[src/rtl/limit_cfg_pkg.sv]
// limit_cfg_pkg: constants, codes and carriers shared by the current-limit register bank.
// assumes a 20 MHz system clock and an 8-bit register address space from the serial client.
package limit_cfg_pkg;

   // clock and timing
   localparam int unsigned CLK_HZ           = 20_000_000;
   localparam real         POWERUP_QUIET_MS = 5.5;
   localparam real         WAKE_SETTLE_MS   = 3.0;
   localparam int unsigned POWERUP_CYCLES   = int'(POWERUP_QUIET_MS * CLK_HZ / 1000.0);
   localparam int unsigned WAKE_CYCLES      = int'(WAKE_SETTLE_MS * CLK_HZ / 1000.0);

   // register offsets
   localparam logic [7:0] ADDR_DIVIDER_RATIO = 8'h4c;
   localparam logic [7:0] ADDR_APPLIED_LIMIT = 8'h50;
   localparam logic [7:0] ADDR_CUSTOM_LIMIT  = 8'h51;
   localparam logic [7:0] ADDR_PRODUCT_CODE  = 8'hfd;
   localparam logic [7:0] ADDR_MAKER_CODE    = 8'hfe;
   localparam logic [7:0] ADDR_PART_REVISION = 8'hff;

   // reset values
   localparam logic [2:0] DIVIDER_RATIO_RST = 3'h0;
   localparam logic [7:0] LIMIT_BEHAVIOR_RST = 8'h82;
   // identity codes: arbitrary neutral values
   localparam logic [7:0] PRODUCT_CODE_DFLT  = 8'h11;
   localparam logic [7:0] MAKER_CODE_DFLT    = 8'h22;
   localparam logic [7:0] PART_REVISION_DFLT = 8'h33;

   // field positions in the limit behavior registers
   localparam int FLOOR_MSB = 7;
   localparam int FLOOR_LSB = 6;
   localparam int IMIN_MSB  = 4;
   localparam int IMIN_LSB  = 2;
   localparam int RSVD_MSB  = 1;
   localparam int RSVD_LSB  = 0;
   localparam logic [7:0] LIMIT_IMPL_MASK = 8'hdf;

   // codes
   localparam logic [2:0] RATIO_NOT_USED = 3'h7;
   localparam logic [3:0] RESP_DIV_DP    = 4'h6;
   localparam logic [3:0] RESP_DIV_DM    = 4'h9;
   localparam logic [3:0] RESP_DIV_BOTH  = 4'hc;
   localparam logic [11:0] TRIP_ABOVE_MA = 12'd1680;

   typedef enum logic [2:0] {
      prof_bc12_cdp, prof_bc12_dcp, prof_legacy_other, prof_legacy3,
      prof_custom, prof_no_handshake
   } profile_e;

   typedef struct packed {
      logic [7:0] addr;
      logic [7:0] wdata;
      logic       wr;
      logic       rd;
   } reg_req_s;

   typedef struct packed {
      logic [1:0] bus_voltage_floor;
      logic [2:0] min_current_threshold;
      logic       trip_mode;
   } limit_cfg_s;

   // min-current threshold code to mA (typical)
   function automatic logic [11:0] imin_to_ma(input logic [2:0] code);
      unique case (code)
         3'h0: imin_to_ma = 12'd120;
         3'h1: imin_to_ma = 12'd570;
         3'h2: imin_to_ma = 12'd1000;
         3'h3: imin_to_ma = 12'd1350;
         3'h4: imin_to_ma = 12'd1680;
         default: imin_to_ma = 12'd2050;
      endcase
   endfunction

   // strap step to current limit in mA (typical)
   function automatic logic [11:0] step_to_ma(input logic [2:0] step);
      unique case (step)
         3'h0: step_to_ma = 12'd570;
         3'h1: step_to_ma = 12'd1000;
         3'h2: step_to_ma = 12'd1130;
         3'h3: step_to_ma = 12'd1350;
         3'h4: step_to_ma = 12'd1680;
         3'h5: step_to_ma = 12'd2050;
         3'h6: step_to_ma = 12'd2280;
         default: step_to_ma = 12'd2850;
      endcase
   endfunction

endpackage

[src/rtl/strap_decode.sv]
// strap_decode: synchronises the digitised strap level and captures it once after reset.
// assumes the strap code arrives asynchronously from a comparator ladder, 0 = ground.
`timescale 1ns/10ps
`default_nettype none
module strap_decode (
   // clock and reset
   input  wire logic       clk_sys,
   input  wire logic       reset,
   // strap level, ascending resistor order
   input  wire logic [3:0] mode_limit_strap_pin,
   // decoded
   output logic            smbus_mode,
   output logic [2:0]      current_limit_setting,
   output logic            strap_valid
);
   logic [3:0] sync1_reg;
   logic [3:0] sync2_reg;

   always_ff @(posedge clk_sys or posedge reset) begin
      if (reset) begin
         sync1_reg <= 4'h0;
         sync2_reg <= 4'h0;
      end else begin
         sync1_reg <= mode_limit_strap_pin;
         sync2_reg <= sync1_reg;
      end
   end

   // strap caught once, three edges after release, never re-read
   logic [1:0] settle_reg;
   always_ff @(posedge clk_sys or posedge reset) begin
      if (reset) begin
         settle_reg            <= 2'h0;
         strap_valid           <= 1'b0;
         smbus_mode            <= 1'b1;
         current_limit_setting <= 3'h0;
      end else if (!strap_valid) begin
         settle_reg <= settle_reg + 2'h1;
         if (settle_reg == 2'h2) begin
            strap_valid <= 1'b1;
            smbus_mode  <= ~sync2_reg[3];
            current_limit_setting <= sync2_reg[2:0];
         end
      end
   end
endmodule // strap_decode
`default_nettype wire

[src/rtl/bus_ready_timer.sv]
// bus_ready_timer: gates serial access during the power-up quiet time and sleep wake-up.
// assumes wake_read pulses once per read command addressed to this device.
`timescale 1ns/10ps
`default_nettype none
module bus_ready_timer #(
   parameter int unsigned POWERUP_CYCLES = 110000,
   parameter int unsigned WAKE_CYCLES    = 60000
) (
   // clock and reset
   input  wire logic clk_sys,
   input  wire logic reset,
   // power control
   input  wire logic sleep_req,
   input  wire logic wake_read,
   // status
   output logic      bus_ready,
   output logic      asleep
);
   typedef enum logic [1:0] {st_warmup, st_run, st_sleep, st_waking} ready_state_e;
   ready_state_e state_reg;
   logic [16:0]  count_reg;

   always_ff @(posedge clk_sys or posedge reset) begin
      if (reset) begin
         state_reg <= st_warmup;
         count_reg <= 17'h0;
      end else begin
         unique case (state_reg)
            st_warmup: begin
               count_reg <= count_reg + 17'h1;
               if (count_reg == 17'(POWERUP_CYCLES - 1)) begin
                  state_reg <= st_run;
               end
            end
            st_run: begin
               count_reg <= 17'h0;
               if (sleep_req) begin
                  state_reg <= st_sleep;
               end
            end
            st_sleep: begin
               if (wake_read) begin
                  state_reg <= st_waking;
               end
            end
            st_waking: begin
               count_reg <= count_reg + 17'h1;
               if (count_reg == 17'(WAKE_CYCLES - 1)) begin
                  state_reg <= st_run;
               end
            end
         endcase
      end
   end

   assign bus_ready = (state_reg == st_run);
   assign asleep    = (state_reg == st_sleep) || (state_reg == st_waking);
endmodule // bus_ready_timer
`default_nettype wire

[src/rtl/current_limit_config_regs.sv]
// current_limit_config_regs: divider ratio, applied and custom limit behavior, identity registers.
// assumes a serial client delivers one-cycle register read/write strobes on clk_sys.
`timescale 1ns/10ps
`default_nettype none
module current_limit_config_regs
   import limit_cfg_pkg::*;
#(
   parameter int unsigned POWERUP_CYCLES = limit_cfg_pkg::POWERUP_CYCLES,
   parameter int unsigned WAKE_CYCLES    = limit_cfg_pkg::WAKE_CYCLES,
   parameter logic [7:0]  PRODUCT_CODE   = limit_cfg_pkg::PRODUCT_CODE_DFLT,
   parameter logic [7:0]  MAKER_CODE     = limit_cfg_pkg::MAKER_CODE_DFLT,
   parameter logic [7:0]  PART_REVISION  = limit_cfg_pkg::PART_REVISION_DFLT
) (
   // clock and reset
   input  wire logic                      clk_sys,
   input  wire logic                      reset,
   // register access from the serial client
   input  wire limit_cfg_pkg::reg_req_s   reg_req,
   input  wire logic                      wake_read,
   output logic [7:0]                     reg_rdata,
   output logic                           reg_rvalid,
   output logic                           reg_ack,
   output logic                           bus_ready,
   // power state
   input  wire logic                      sleep_req,
   output logic                           asleep,
   // strap
   input  wire logic [3:0]                mode_limit_strap_pin,
   output logic                           smbus_mode,
   output logic [2:0]                     current_limit_setting,
   // emulation cycle
   input  wire logic                      emulation_done,
   input  wire limit_cfg_pkg::profile_e   emulation_profile,
   input  wire logic [3:0]                stimulus_response_sel,
   input  wire logic [1:0]                profile_bus_voltage_floor,
   input  wire logic [2:0]                profile_min_current_threshold,
   // applied behavior to the analog core
   output limit_cfg_pkg::limit_cfg_s      limit_cfg,
   output logic                           divider_en,
   output logic [2:0]                     divider_ratio_sel
);
   import limit_cfg_pkg::*;

   logic       strap_valid;
   logic [2:0] ratio_reg;
   logic [7:0] applied_reg;
   logic [7:0] custom_reg;
   logic       custom_used_reg;
   logic       wr_ok;
   logic       rd_ok;

   strap_decode u_strap (
      .clk_sys               (clk_sys),
      .reset                 (reset),
      .mode_limit_strap_pin  (mode_limit_strap_pin),
      .smbus_mode            (smbus_mode),
      .current_limit_setting (current_limit_setting),
      .strap_valid           (strap_valid)
   );

   bus_ready_timer #(
      .POWERUP_CYCLES (POWERUP_CYCLES),
      .WAKE_CYCLES    (WAKE_CYCLES)
   ) u_ready (
      .clk_sys   (clk_sys),
      .reset     (reset),
      .sleep_req (sleep_req),
      .wake_read (wake_read),
      .bus_ready (bus_ready),
      .asleep    (asleep)
   );

   // nothing is serviced before ready; stand-alone mode has no serial access
   // writes while asleep or waking are dropped
   assign wr_ok = reg_req.wr && bus_ready && smbus_mode && strap_valid;
   assign rd_ok = reg_req.rd && smbus_mode && strap_valid && (bus_ready || asleep);

   // custom register: software writes, unaffected by sleep
   always_ff @(posedge clk_sys or posedge reset) begin
      if (reset) begin
         custom_reg <= LIMIT_BEHAVIOR_RST;
      // only reset or a write changes it
      end else if (wr_ok && reg_req.addr == ADDR_CUSTOM_LIMIT) begin
         // reserved bits taken as written; host keeps them at power-on value
         custom_reg <= reg_req.wdata & LIMIT_IMPL_MASK;
      end
   end

   always_ff @(posedge clk_sys or posedge reset) begin
      if (reset) begin
         ratio_reg <= DIVIDER_RATIO_RST;
      end else if (wr_ok && reg_req.addr == ADDR_DIVIDER_RATIO) begin
         ratio_reg <= reg_req.wdata[2:0];
      end
   end

   // which settings the last emulation cycle selected
   logic custom_cond;
   // legacy other than 3, custom profile, or a device that never handshook
   assign custom_cond = (emulation_profile == prof_legacy_other) ||
                        (emulation_profile == prof_custom) ||
                        (emulation_profile == prof_no_handshake);

   always_ff @(posedge clk_sys or posedge reset) begin
      if (reset) begin
         applied_reg     <= LIMIT_BEHAVIOR_RST;
         custom_used_reg <= 1'b0;
      end else if (emulation_done) begin
         custom_used_reg <= custom_cond;
         // refresh applied values when custom ones are not used
         if (!custom_cond) begin
            applied_reg <= {profile_bus_voltage_floor, 1'b0,
                            profile_min_current_threshold,
                            LIMIT_BEHAVIOR_RST[RSVD_MSB:RSVD_LSB]};
         end
      end
   end

   // divider ratio applied to the legacy stimulus
   logic is_divider_resp;
   logic is_legacy;
   assign is_divider_resp = (stimulus_response_sel == RESP_DIV_DP) ||
                            (stimulus_response_sel == RESP_DIV_DM) ||
                            (stimulus_response_sel == RESP_DIV_BOTH);
   assign is_legacy = (emulation_profile == prof_legacy_other) ||
                      (emulation_profile == prof_legacy3);

   always_ff @(posedge clk_sys or posedge reset) begin
      if (reset) begin
         divider_en        <= 1'b0;
         divider_ratio_sel <= DIVIDER_RATIO_RST;
      // BC1.2 profiles leave the applied divider untouched
      end else if (emulation_done && is_legacy) begin
         // only divider responses, never the unused code
         divider_en <= is_divider_resp && (ratio_reg != RATIO_NOT_USED);
         if (is_divider_resp && ratio_reg != RATIO_NOT_USED) begin
            divider_ratio_sel <= ratio_reg;
         end
      end
   end

   // current-limit behavior to the analog core
   logic [7:0]  sel_reg_value;
   logic [11:0] imin_ma;
   logic [11:0] limit_ma;
   logic        trip_next;

   assign sel_reg_value = custom_used_reg ? custom_reg : applied_reg;
   assign imin_ma = imin_to_ma(sel_reg_value[IMIN_MSB:IMIN_LSB]);
   assign limit_ma = step_to_ma(current_limit_setting);
   assign trip_next = !custom_used_reg || (imin_ma <= limit_ma) || (limit_ma > TRIP_ABOVE_MA);

   always_ff @(posedge clk_sys or posedge reset) begin
      if (reset) begin
         limit_cfg <= '{bus_voltage_floor:     LIMIT_BEHAVIOR_RST[FLOOR_MSB:FLOOR_LSB],
                        min_current_threshold: LIMIT_BEHAVIOR_RST[IMIN_MSB:IMIN_LSB],
                        trip_mode:             1'b1};
      end else begin
         // floor is passed on in either mode so it is always checked
         limit_cfg.bus_voltage_floor     <= sel_reg_value[FLOOR_MSB:FLOOR_LSB];
         limit_cfg.min_current_threshold <= sel_reg_value[IMIN_MSB:IMIN_LSB];
         limit_cfg.trip_mode             <= trip_next;
      end
   end

   // read mux
   logic [7:0] rd_mux;
   always_comb begin
      rd_mux = 8'h00;
      unique case (reg_req.addr)
         ADDR_DIVIDER_RATIO: rd_mux = {5'h00, ratio_reg};
         ADDR_APPLIED_LIMIT: rd_mux = applied_reg & LIMIT_IMPL_MASK;
         ADDR_CUSTOM_LIMIT:  rd_mux = custom_reg & LIMIT_IMPL_MASK;
         ADDR_PRODUCT_CODE:  rd_mux = PRODUCT_CODE;
         ADDR_MAKER_CODE:    rd_mux = MAKER_CODE;
         ADDR_PART_REVISION: rd_mux = PART_REVISION;
         default:            rd_mux = 8'h00;
      endcase
   end

   // answers one edge after the strobe; read-only targets still ack but keep content
   always_ff @(posedge clk_sys or posedge reset) begin
      if (reset) begin
         reg_rdata  <= 8'h00;
         reg_rvalid <= 1'b0;
         reg_ack    <= 1'b0;
      end else begin
         reg_ack    <= wr_ok || rd_ok;
         reg_rvalid <= rd_ok && bus_ready;
         if (rd_ok) begin
            // data for the waking read is zero and flagged invalid
            reg_rdata <= bus_ready ? rd_mux : 8'h00;
         end
      end
   end
endmodule // current_limit_config_regs
`default_nettype wire

[config.mk]
export PLATFORM = sky130hd
export DESIGN_NAME = current_limit_config_regs
export DESIGN_NICKNAME = d
export VERILOG_FILES = /design/src/rtl/limit_cfg_pkg.sv /design/src/rtl/strap_decode.sv /design/src/rtl/bus_ready_timer.sv /design/src/rtl/current_limit_config_regs.sv
export SDC_FILE = /design/constraint.sdc
export NUM_CORES = 1
export LEC_CHECK = 0
export ABC_AREA = 1
export BUFFER_PORTS_ARGS = -buffer_cell sky130_fd_sc_hd__buf_2
export CAP_MARGIN = 25
export CORE_MARGIN = 2
export CORE_UTILIZATION = 60
export DETAILED_ROUTE_END_ITERATION = 7
export GPL_ROUTABILITY_DRIVEN = 0
export PLACE_DENSITY = 0.84
export SETUP_SLACK_MARGIN = 0.2
export SYNTH_ARGS = -nofsm -noshare
export SYNTH_HDL_FRONTEND = slang
export SYNTH_HIERARCHICAL = 1
export SYNTH_SLANG_ARGS = --single-unit
[constraint.sdc]
create_clock -name clk_sys -period 5.3 [get_ports clk_sys]
set_input_delay 0.265 -clock clk_sys [delete_from_list [all_inputs] [get_ports clk_sys]]
set_output_delay 0.265 -clock clk_sys [all_outputs]
set_load 0.01 [all_outputs]
==> impl_metrics.json <==
{
  "drt-pass1-iter-count": 5,
  "rows": 29,
  "cts.clk_slew.worst_paths_ns": 0.08,
  "crit_type": "reg -> reg",
  "required_ns": 5.57,
  "grt_pass1_vias": 3260,
  "hold_viol_final": 0,
  "fin_setup_tns_ns": 0,
  "use_met2_pct": 43.49,
  "clock-sinks": 70,
  "fill_cells": 491,
  "grt_max_degree": 37,
  "synth_ff_type": "dfrtp_1",
  "dieArea_um2": 7025,
  "critPathCapture": "limit_cfg[0]",
  "grt_use_met3_pct": 5.935,
  "ir_worst_vdd_mv": 0.1794,
  "synth_top_cell_area_share_pct": 41.90,
  "ant_nets": 0,
  "multi_input_area_um2": 1727,
  "cts_resized": 0,
  "startpoint": "custom_used_reg",
  "htreeDepth": 3,
  "slew_violations": 0,
  "tritoncts": "done",
  "yosys_warnings": 6,
  "synth-async-reset-ratio_pct": 100.0,
  "setup_viol": 0,
  "grt_pass1_wl_mm": 13.83,
  "synthDistinctLibCells": 35,
  "end_kind": "flip-flop",
  "min_path_type": "in -> reg",
  "drt_iter0_drc": 150,
  "post-route-period-util_pct": 45.65,
  "hold_ws_ns": 0.02609,
  "seq_area_um2": 1759,
  "leakage_nw": 2.368,
  "start_util_pct": 61.25,
  "layout-drive-gt1-share_pct": 21.14,
  "clkPwrFrac_pct": 36.1,
  "synth_largest_area_cell": "dfrtp_1",
  "mappedNetlistArea_um2": 3822,
  "io_buffers": 63,
  "syn_avg_cell_area_um2": 7.849,
  "routed_wl_mm": 8.268,
  "rr_worst_depth": 13,
  "nNetsFinal": 614,
  "overflow": 0,
  "largest_reg_flops": 17,
  "grt.met1_usage_pct": 28.83,
  "area_delta_synth_final_pct": 14.96,
  "maxSlewHeadroom_pct": 44.92,
  "synth_area_leaders": "dfrtp_1 42%, nand2_1 11%, inv_1 7.2%, nand3_1 5.9%, ha_1 5.6%",
  "ioPinCount": 65,
  "grt_busiest_layer": "met2",
  "syn_nets": 543,
  "core_um2": 6241,
  "ys_seq_area_share_pct": 46.02,
  "power_frac_seq_pct": 51.2,
  "synth_edf_count": 0,
  "drv_cap": 0,
  "ys_seq_elements": 70,
  "max_freq_ghz": 0.4133,
  "root_buffer": "clkbuf_8",
  "vias_per_cell": 5.236,
  "power_frac_comb_pct": 12.7,
  "worstSetupStartpointType": "flip-flop",
  "cts-buffers-inserted": 9,
  "switching_share_pct": 28.06,
  "clock_path_buffers": 2,
  "grt_usage_pct": 24.52,
  "insertion_delay_ns": 0.34,
  "die_w_um": 83.82,
  "p_int_mw": 0.7908,
  "worstMarginPinSlew_ns": 0.8224,
  "rsz0062_at_grt": "false",
  "r2r_start": "custom_used_reg",
  "hpwl_mm": 6.345,
  "finClkSkew_ns": 0.005021,
  "antenna_found_initial": 0,
  "die_y_um": 83.82,
  "n_antenna_cell": 0,
  "switchingPower_mw": 0.3085,
  "crit_path_max_fanout": 11,
  "syn_inst": 487,
  "status": "complete, no violations",
  "routedWlPerCell_um": 12.92,
  "drcViolationCount": 0,
  "pwr_density_cell_nw_per_um2": 250.2,
  "worstPathArrival_ns": 2.69,
  "vias": 3351,
  "rr_endpoint": "limit_cfg[0]",
  "rrSetupSlack_ns": 2.88,
  "fin_crit_ns": 2.419
}
synthesized netlist by cell type, drive strengths merged, types with 2 or more instances:
library cell,number
nor3,16
nor2,57
dfstp,6
ha,17
inv,79
a21oi,18
or2,5
nand4,7
dfrtp,64
o21a,3
nand3,46
buf,4
nand2,120
a22o,2
o21ai,37
layer usage:
layer,share of wire [%],vias up
li1,-,1696
met3,5.7,17
met5,0,-
met2,50,100
met1,42,1538
met4,2.1,0
cells by family after synthesis:
| logic type | synth area share, % |
|---|---|
| and+or+nand+nor | 30.11 |
| buffers and inverters | 8.805 |
| xor gates and xnor gates | 0.2292 |
| DFF | 46.02 |
| AOI/OAI and AO/OA | 9.264 |
| adders and majority gates | 5.565 |
final cells by class:
type | count | area share, %
Sequential cell | 70 | 40.03
Multi-Input combinational cell | 333 | 39.29
Tap cell | 77 | 2.192
Clock inverter | 6 | 1.025
Timing Repair Buffer | 65 | 7.574
Clock buffer | 10 | 3.132
Inverter | 79 | 6.748
power by group through the flow:
stage,sequential (mW),combinational [mW],clock (mW)
after global placement,0.573,0.130,0
after global routing,0.565,0.161,0.427
after CTS,0.563,0.140,0.405
after floorplan,0.574,0.0892,0
final,0.563,0.139,0.397
after detailed placement,0.573,0.139,0
layout by cell type, fill, tap and decap left out, types with 4 or more instances in the layout:
master,n
dfrtp_1,64
or2_2,4
nor2_4,4
nand2_2,6
o21ai_2,5
clkbuf_8,10
nand2_1,113
dfstp_2,6
inv_1,73
buf_2,63
o21ai_0,29
a21oi_1,16
nand3_1,45
nor3_1,13
nor2_1,52
nand4_1,7
inv_2,6
ha_1,17
critical path: stages (launching register included):
cell	delay, ns
dfrtp_1	0.51
inv_1	0.10
or2_2	0.28
o21ai_0	0.21
nand2_1	0.18
nand2_1	0.14
nand2_1	0.08
o21ai_0	0.11
ha_1	0.20
nand2_1	0.05
nor2_1	0.19
nand3_1	0.13
nand3_1	0.10
nand3_1	0.07
what timing repair did:
item | CTS | global route
setup endpoints to repair | 0 | 0
endpoints found under the hold margin | 14 | 0
hold buffers | 1 | 0
buffers inserted | 0 | 0
how the worst min path moves through the flow:
stage                                        from                               end  cells past startpoint
final                     mode_limit_strap_pin[2]              u_strap/sync1_reg[2]                      1
after global routing      mode_limit_strap_pin[2]              u_strap/sync1_reg[2]                      1
after CTS                 mode_limit_strap_pin[2]              u_strap/sync1_reg[2]                      1
after detailed placement     u_strap/sync1_reg[0]              u_strap/sync2_reg[0]                      0
after global placement       u_strap/sync1_reg[0]              u_strap/sync2_reg[0]                      0
after floorplan                             reset  u_strap/current_limit_setting[0]                      1
per-stage QoR:
step | setup WS (ns) | util [%] | cell area [µm²] | power, mW | cells
3_3_place_gp | 3.039 | 67.32 | 4202 | 0.7029 | 623
5_1_grt | 2.607 | 70.41 | 4394 | 1.153 | 640
2_1_floorplan | 3.357 | - | 3822 | 0.6632 | 487
6_report | 2.881 | 70.41 | 4394 | 1.099 | 640
3_5_place_dp | 2.941 | 67.32 | 4202 | 0.7123 | 623
4_1_cts | 2.914 | 70.41 | 4394 | 1.108 | 640
No activity file was read; power rests on OpenSTA's default activity.
